<file path="src/shared/aoc_pkg.sv">
// constants and types for the dc offset correction control block
package aoc_pkg;
	localparam int AOC_AW = 10;
	localparam int AOC_DW = 32;
	localparam int AOC_SW = 14;
	localparam int AOC_ACC_W = 47;
	localparam int AOC_FRAC = 31;
	localparam int AOC_TAU_LOG2_BASE = 20;
	localparam logic [3:0] AOC_TAU_SHIFT_TOP = 4'(AOC_FRAC - AOC_TAU_LOG2_BASE);
	localparam logic [3:0] AOC_TAU_CODE_MAX = 4'hb;
	////////////////////////////////////////////////////////////////
	localparam logic [7:0] AOC_IDX_FMT = 8'h3d;
	localparam logic [7:0] AOC_IDX_PED = 8'hbf;
	localparam logic [7:0] AOC_IDX_TAU = 8'hcf;
	localparam logic [7:0] AOC_IDX_SPD = 8'hdf;
	localparam logic [7:0] AOC_IDX_STAT = 8'he0;
	localparam logic [7:0] AOC_REG_RST = 8'h00;
	localparam logic [7:0] AOC_MASK_FMT = 8'he0;
	localparam logic [7:0] AOC_MASK_PED = 8'hfc;
	localparam logic [7:0] AOC_MASK_TAU = 8'hbc;
	localparam logic [7:0] AOC_MASK_SPD = 8'h30;
	////////////////////////////////////////////////////////////////
	localparam int AOC_EN_BIT = 5;
	localparam int AOC_HOLD_BIT = 7;
	localparam int AOC_PED_HI = 7;
	localparam int AOC_PED_LO = 2;
	localparam int AOC_PED12_LO = 4;
	localparam int AOC_TAU_HI = 5;
	localparam int AOC_TAU_LO = 2;
	localparam int AOC_SPD_HI = 5;
	localparam int AOC_SPD_LO = 4;
	localparam logic [1:0] AOC_LOWSPD_ON = 2'b11;
	localparam int AOC_STAT_LS_BIT = 16;
	localparam int AOC_STAT_HOLD_BIT = 17;
	////////////////////////////////////////////////////////////////
	localparam logic [15:0] AOC_MID = 16'h2000;
	localparam logic [15:0] AOC_MAXC = 16'h3fff;
	typedef enum logic [1:0] {
		AOC_BUS_IDLE = 2'b01,
		AOC_BUS_DONE = 2'b10
	} aoc_bus_t;
endpackage

</file>
<file path="src/verilog/aoc_ctrl.sv">
// dc offset correction loop with pedestal, hold, time constant and low-speed select
`timescale 1ns/1ps

// Notes on behaviour
// RL1 - full-width variant takes the signed pedestal from bits 7 to 2
// RL2 - narrow variant takes the pedestal only from bits 7 to 4
// RL3 - pedestal field is two's complement LSBs, +31 down to -32
// RL4 - enabled loop with zero pedestal settles output at mid-code
// RL5 - settled output equals mid-code plus the programmed pedestal
// RL6 - hold clear and loop enabled: estimate keeps updating every sample
// RL7 - hold set and loop enabled: estimate frozen, last value still applied
// RL8 - time constant code in bits 5-2, 1M cycles doubling up to 2G
// RL9 - codes above 1011 are reserved; logic keeps the largest defined constant
// RL10 - low-speed mode only when speed field bits 5-4 hold 11
// RL11 - low-speed mode off for 00, 01, 10 and after reset
// RL12 - software enables low-speed mode at or below 80 MSPS only
// RL13 - software writes zero to unused bits of the three registers
// RL14 - pedestal, hold/time constant and speed registers reset to zero
// RL15 - loop runs only while enable bit 5 of format register is set
// RL16 - first-order loop accumulates output-minus-target error scaled by 1/tau
module aoc_ctrl (
	input wire logic mclk,
	input wire logic sys_rst,
	input wire logic [aoc_pkg::AOC_AW-1:0] avs_address,
	input wire logic avs_read,
	input wire logic avs_write,
	input wire logic [aoc_pkg::AOC_DW-1:0] avs_writedata,
	input wire logic [3:0] avs_byteenable,
	output logic [aoc_pkg::AOC_DW-1:0] avs_readdata,
	output logic avs_waitrequest,
	input wire logic narrow_variant,
	input wire logic sample_strobe,
	input wire logic [aoc_pkg::AOC_SW-1:0] adc_sample,
	output logic [aoc_pkg::AOC_SW-1:0] corrected_sample,
	output logic corrected_valid,
	output logic low_speed_mode
);
	import aoc_pkg::*;

	function automatic logic [AOC_SW-1:0] sat_code(input logic signed [15:0] v);
		if (v[15]) begin
			return '0;
		end
		if (v > $signed(AOC_MAXC)) begin
			return AOC_MAXC[AOC_SW-1:0];
		end
		return v[AOC_SW-1:0];
	endfunction

	////////////////////////////////////////////////////////////////
	// register bus
	aoc_bus_t bus_state;
	aoc_bus_t next_bus_state;
	logic [7:0] fmt_reg;
	logic [7:0] ped_reg;
	logic [7:0] tau_reg;
	logic [7:0] spd_reg;

	wire logic [7:0] idx = avs_address[AOC_AW-1:2];
	wire logic aligned = (avs_address[1:0] == 2'b00);
	wire logic req = avs_read | avs_write;
	wire logic in_idle = (bus_state == AOC_BUS_IDLE);
	wire logic wr_en = avs_write && !in_idle && aligned && avs_byteenable[0];
	wire logic wr_fmt = wr_en && (idx == AOC_IDX_FMT);
	wire logic wr_ped = wr_en && (idx == AOC_IDX_PED);
	wire logic wr_tau = wr_en && (idx == AOC_IDX_TAU);
	wire logic wr_spd = wr_en && (idx == AOC_IDX_SPD);
	wire logic [7:0] wbyte = avs_writedata[7:0];

	assign avs_waitrequest = req && in_idle;

	always_comb begin
		unique case (bus_state)
			AOC_BUS_IDLE: next_bus_state = req ? AOC_BUS_DONE : AOC_BUS_IDLE;
			AOC_BUS_DONE: next_bus_state = AOC_BUS_IDLE;
			default: next_bus_state = AOC_BUS_IDLE;
		endcase
	end

	always_ff @(posedge mclk) begin
		if (sys_rst) begin
			bus_state <= AOC_BUS_IDLE;
		end else begin
			bus_state <= next_bus_state;
		end
	end

	always_ff @(posedge mclk) begin
		if (sys_rst) begin
			fmt_reg <= AOC_REG_RST;
			ped_reg <= AOC_REG_RST; // RL14
			tau_reg <= AOC_REG_RST; // RL14
			spd_reg <= AOC_REG_RST; // RL14 RL11
		end else begin
			if (wr_fmt) begin
				fmt_reg <= wbyte & AOC_MASK_FMT;
			end
			if (wr_ped) begin
				ped_reg <= wbyte & AOC_MASK_PED;
			end
			if (wr_tau) begin
				tau_reg <= wbyte & AOC_MASK_TAU;
			end
			if (wr_spd) begin
				spd_reg <= wbyte & AOC_MASK_SPD;
			end
		end
	end

	////////////////////////////////////////////////////////////////
	// correction loop
	logic signed [AOC_ACC_W-1:0] acc;
	logic signed [AOC_ACC_W-1:0] next_acc;

	wire logic loop_en = fmt_reg[AOC_EN_BIT]; // RL15
	wire logic hold = tau_reg[AOC_HOLD_BIT];
	wire logic [3:0] tau_code = tau_reg[AOC_TAU_HI:AOC_TAU_LO]; // RL8
	wire logic [3:0] tau_eff = (tau_code > AOC_TAU_CODE_MAX) ? AOC_TAU_CODE_MAX : tau_code; // RL9
	wire logic [3:0] shift = AOC_TAU_SHIFT_TOP - tau_eff; // RL8
	wire logic [5:0] ped_wide = ped_reg[AOC_PED_HI:AOC_PED_LO]; // RL1
	wire logic [5:0] ped_narrow = {ped_reg[AOC_PED_HI:AOC_PED12_LO], 2'b00}; // RL2
	wire logic [5:0] ped6 = narrow_variant ? ped_narrow : ped_wide;
	wire logic [15:0] ped_ext = {{10{ped6[5]}}, ped6}; // RL3
	wire logic signed [15:0] target = $signed(AOC_MID + ped_ext); // RL4 RL5
	wire logic signed [15:0] est = acc[AOC_ACC_W-1:AOC_FRAC];
	wire logic signed [15:0] est_used = loop_en ? est : 16'sh0000; // RL15
	wire logic signed [15:0] diff = $signed({2'b00, adc_sample}) - est_used;
	wire logic signed [15:0] err = diff - target; // RL16
	wire logic signed [AOC_ACC_W-1:0] err_ext = {{(AOC_ACC_W-16){err[15]}}, err};
	wire logic signed [AOC_ACC_W-1:0] step = err_ext <<< shift; // RL16
	wire logic [AOC_SW-1:0] corr = sat_code(diff);
	wire logic track = loop_en && !hold && sample_strobe; // RL6

	always_comb begin
		if (!loop_en) begin
			next_acc = '0; // RL15
		end else if (track) begin
			next_acc = acc + step; // RL6 RL16
		end else begin
			next_acc = acc; // RL7
		end
	end

	always_ff @(posedge mclk) begin
		if (sys_rst) begin
			acc <= '0;
		end else begin
			acc <= next_acc;
		end
	end

	always_ff @(posedge mclk) begin
		if (sys_rst) begin
			corrected_sample <= '0;
			corrected_valid <= 1'b0;
		end else begin
			corrected_valid <= sample_strobe;
			if (sample_strobe) begin
				corrected_sample <= corr; // RL7
			end
		end
	end

	always_ff @(posedge mclk) begin
		if (sys_rst) begin
			low_speed_mode <= 1'b0; // RL11
		end else begin
			low_speed_mode <= (spd_reg[AOC_SPD_HI:AOC_SPD_LO] == AOC_LOWSPD_ON); // RL10
		end
	end

	////////////////////////////////////////////////////////////////
	// read data
	logic [AOC_DW-1:0] stat_word;
	logic [AOC_DW-1:0] rd_word;

	always_comb begin
		stat_word = '0;
		stat_word[15:0] = est;
		stat_word[AOC_STAT_LS_BIT] = low_speed_mode;
		stat_word[AOC_STAT_HOLD_BIT] = loop_en && hold;
	end

	wire logic [AOC_DW-1:0] rd_fmt = {24'h000000, fmt_reg};
	wire logic [AOC_DW-1:0] rd_ped = {24'h000000, ped_reg};
	wire logic [AOC_DW-1:0] rd_tau = {24'h000000, tau_reg};
	wire logic [AOC_DW-1:0] rd_spd = {24'h000000, spd_reg};

	assign rd_word = !aligned ? '0 :
		(idx == AOC_IDX_FMT) ? rd_fmt :
		(idx == AOC_IDX_PED) ? rd_ped :
		(idx == AOC_IDX_TAU) ? rd_tau :
		(idx == AOC_IDX_SPD) ? rd_spd :
		(idx == AOC_IDX_STAT) ? stat_word : '0;

	always_ff @(posedge mclk) begin
		if (sys_rst) begin
			avs_readdata <= '0;
		end else if (avs_read && in_idle) begin
			avs_readdata <= rd_word;
		end
	end
endmodule

</file>
<file path="config.mk">
export PLATFORM = sky130hd
export DESIGN_NAME = aoc_ctrl
export DESIGN_NICKNAME = d
export VERILOG_FILES = /design/src/shared/aoc_pkg.sv /design/src/verilog/aoc_ctrl.sv
export SDC_FILE = /design/constraint.sdc
export NUM_CORES = 1
export LEC_CHECK = 0
export ABC_CLOCK_PERIOD_IN_PS = 9400
export BUFFER_PORTS_ARGS = -buffer_cell sky130_fd_sc_hd__buf_2
export CAP_MARGIN = 20
export CORE_ASPECT_RATIO = 0.75
export CORE_MARGIN = 2
export CORE_UTILIZATION = 55
export DETAILED_ROUTE_END_ITERATION = 10
export PLACE_DENSITY_LB_ADDON = 0.05
export SLEW_MARGIN = 20
export SYNTH_ARGS = -nofsm -noshare
export SYNTH_HDL_FRONTEND = slang
export SYNTH_SLANG_ARGS = --single-unit
</file>
<file path="constraint.sdc">
create_clock -name mclk -period 9.4 [get_ports mclk]
set_input_delay 0.47 -clock mclk [delete_from_list [all_inputs] [get_ports mclk]]
set_output_delay 0.47 -clock mclk [all_outputs]
set_load 0.005 [all_outputs]
</file>
==> flow_summary.ini <==
[worst_setup_path]
timing.reg2reg.worst_path_depth = 34
rrSetupSlack_ns = 0.73
worst-endpoint-arrival_ns = 8.96
cp_slowest_cell = sky130_fd_sc_hd__dfxtp_1
endpoint_kind = register
critical_path.startpoint_type = register
crit_path_max_incr_delay_ns = 0.59
worst_path_most_repeated_cell = sky130_fd_sc_hd__a21o_1
worst-setup-path-type = register to register
worst-endpoint-required_ns = 9.69
critical_path.max_fanout = 13

[sta]
fmaxAchievable_mhz = 115.3
setup_viol = 0
totalNegativeSetupSlack_ns = 0
slew-limit-headroom_pct = 37.15
rsz0062_at_grt = no
report.final.slew_viol_count = 0
min_period_over_period_pct = 92.29
final_hold_viol_count = 0
fin_ws_ns = 0.7252
timing.final.crit_period_ns = 8.675
worst_clock_skew_ns = 0.01012
worst_slew_pin_slew_ns = 0.9393

[die]
die_w_um = 148.3
placementRows = 39
floorplan.initialDensity_pct = 56.25
die_h_um = 112.2
floorplan.die_area_mm2 = 0.01665
core_region_area_mm2 = 0.01527
ioPinCount = 115

[placed_design]
preCtsSetupSlack_ns = 0.7757
globalplace.congestion = 0.9057
dpl-instance-area_mm2 = 0.009001
portBuffers = 71
detailed_place_hpwl_mm = 18.08

[cells_and_area]
area.growth.synth_to_final_pct = 8.534
fin_util_pct = 61.06
share_of_final_layout_standard_cells_stronger_than_drive_strength_1_pct = 10.08
antenna_cells_inserted = 0
registers.top_by_ff_count = acc
biggestRegsByFlops = acc (47), avs_readdata (18), corrected_sample (14)
largest_register_ff_count = 47
finalNetCount = 1315
fillerInstances = 1478
finish.instance_area_mm2 = 0.009325

[synth]
mappedNetlistArea_mm2 = 0.008592
synth_commonest_cells = 136 x sky130_fd_sc_hd__nand2_1, 105 x sky130_fd_sc_hd__a21oi_1, 99 x sky130_fd_sc_hd__dfxtp_1, 98 x sky130_fd_sc_hd__nor2_1, 90 x sky130_fd_sc_hd__ha_1
ys_seq_elements = 99
syn-mean-instance-area_um2 = 7.658
synth-warning-count = 0
postSynthCellCount = 1122
synth_largest_area_cell = sky130_fd_sc_hd__dfxtp_1
yosysMostFrequentCell = sky130_fd_sc_hd__nand2_1
synth_seq_area_share_pct = 23.07
synthDominantCellAreaShare_pct = 23.07
synthDistinctLibCells = 73
synth_ff_type = sky130_fd_sc_hd__dfxtp_1
async_reset_ff_share_pct = 0
synth_top_cells_by_area = sky130_fd_sc_hd__dfxtp_1 23%, sky130_fd_sc_hd__ha_1 13%, sky130_fd_sc_hd__a21oi_1 6.1%, sky130_fd_sc_hd__nand2_1 5.9%, sky130_fd_sc_hd__a21o_1 4.5%
edff_count_synth = 0

[clock_network]
tritoncts = built
cts_hold_buf = 0
clock_tree.htree_level_count = 3
clock_sinks = 99
clk_transition_reported_paths_ns = 0.08
numCtsBuffers = 9
clkLatencyLatePin_ns = 0.36
clock_root_buffer = sky130_fd_sc_hd__clkbuf_16
cts_buffer_depth = 2

[detailed_routing]
drt-total-wl_mm = 23.47
antenna_left = 0
drc = 0
drt_iter0_markers = 628
vias = 8182
routed_wire_length_per_instance_um = 17.18
route.detailed.vias_per_inst = 5.990
first_pass_iters = 5

[global_route]
global_route.usage.total_pct = 28.15
grt_max_degree = 41
antenna_found_initial = 0
wire_length_of_the_first_global_routing_pass_mm = 37.49
vias_in_the_first_global_route = 7097
globalRoute.totalOverflow = 0

[run]
cap_viol_max_count = 0

[power]
powerDensity_mw_per_mm2 = 144.0
power_leakage_uw = 0.004329
vdd_ir_drop_max_mv = 0.1377

[status]
outcome = completed

[min_path]
hold_path.class = input pin to register
min_path_cells = 3
-- repair_timing --
action,in CTS,in global routing
endpoints found under the setup margin,0,1
setup buffers,0,0
resized for setup,0,1
-- cell usage in the layout, fill, tap and decap left out, drive strengths merged, types with 5 or more instances in the layout --
master / netlist / layout
nand2: 136 / 136
a21oi: 108 / 108
dfxtp: 99 / 99
nor2: 98 / 98
ha: 90 / 90
buf: 21 / 81
o21ai: 59 / 59
a21o: 51 / 51
mux2i: 36 / 36
inv: 32 / 36
xnor2: 26 / 26
xor2: 25 / 25
nor3: 23 / 23
nand3: 20 / 20
nor2b: 20 / 20
a211oi: 15 / 15
a22oi: 15 / 15
nand2b: 14 / 14
conb: 1 / 14
a31oi: 12 / 12
a221o: 12 / 12
nand4: 11 / 11
o21a: 10 / 10
and2: 10 / 10
and3: 10 / 10
o211ai: 9 / 9
clkbuf: 50 / 9
or2: 9 / 9
o21bai: 7 / 7
o31ai: 7 / 7
or3: 7 / 7
a21boi: 7 / 7
a22o: 6 / 6
nor4: 5 / 5
a221oi: 5 / 5
a222oi: 5 / 5
-- worst paths after layout --
kind / from / to
max reg2reg: fmt_reg[5]$_SDFFE_PP0P_ / acc[46]$_SDFFE_PP0P_
min: avs_writedata[3] / ped_reg[3]$_SDFFE_PP0P_
max: fmt_reg[5]$_SDFFE_PP0P_ / acc[46]$_SDFFE_PP0P_
min reg2reg: acc[20]$_SDFFE_PP0P_ / acc[20]$_SDFFE_PP0P_
-- logic make-up (layout without fill, tap and decap cells) --
group                    Yosys count  count (layout)  synth area share [%]
AO/OA/AOI/OAI                    353             353                 27.07
other                              1              14               0.04365
buffers and inverters            103             129                 5.228
adder cells (fa/ha/maj)           93              93                 13.81
XOR/XNOR                          51              51                 5.199
multiplexers                      39              39                 4.587
flip-flops                        99              99                 23.07
AND/OR/NAND/NOR                  383             383                 21.00
-- critical path: cells and delay by family, from the launching register on --
family                   cells  cell delay (ns)
AO/OA/AOI/OAI               19             4.16
buffers and inverters        1             0.05
XOR/XNOR                     1             0.23
AND/OR/NAND/NOR              8             1.97
adder cells (fa/ha/maj)      5             1.56
flip-flops                   1             0.59
-- per-layer routing --
metal	up-vias	GRT usage (%)	routed length (um)
met3	9	4.634	1557
li1	4145	-	-
met1	3782	44.02	12030
met5	-	0	0
met2	246	40.77	9716
met4	0	4.825	163
-- report_power, final --
part           internal (uW)  total (uW)  switching, uW
clock network            215         404            190
registers                426         429           3.18
logic                    192         509            317
total                    833        1340            510
-- cell type report --
cell class	count	area, um^2	area share, %
Clock buffer	9	225.2	2.415
Clock inverter	7	93.84	1.006
Inverter	32	120.1	1.288
Multi-Input combinational cell	933	6217	66.67
Sequential cell	99	1982	21.25
Tap cell	205	256.5	2.751
Timing Repair Buffer	81	430.4	4.616
-- metrics by stage --
stage	hold slack (ns)	power, uW	cells
6_report	0.3670	1343	1366
5_1_grt	0.3762	1421	1366
4_1_cts	0.3608	1339	1366
3_5_place_dp	0.4503	935.5	1350
3_3_place_gp	0.4434	931.8	1350
2_1_floorplan	0.4223	823.3	1135
(Power assumes the default switching activity.)
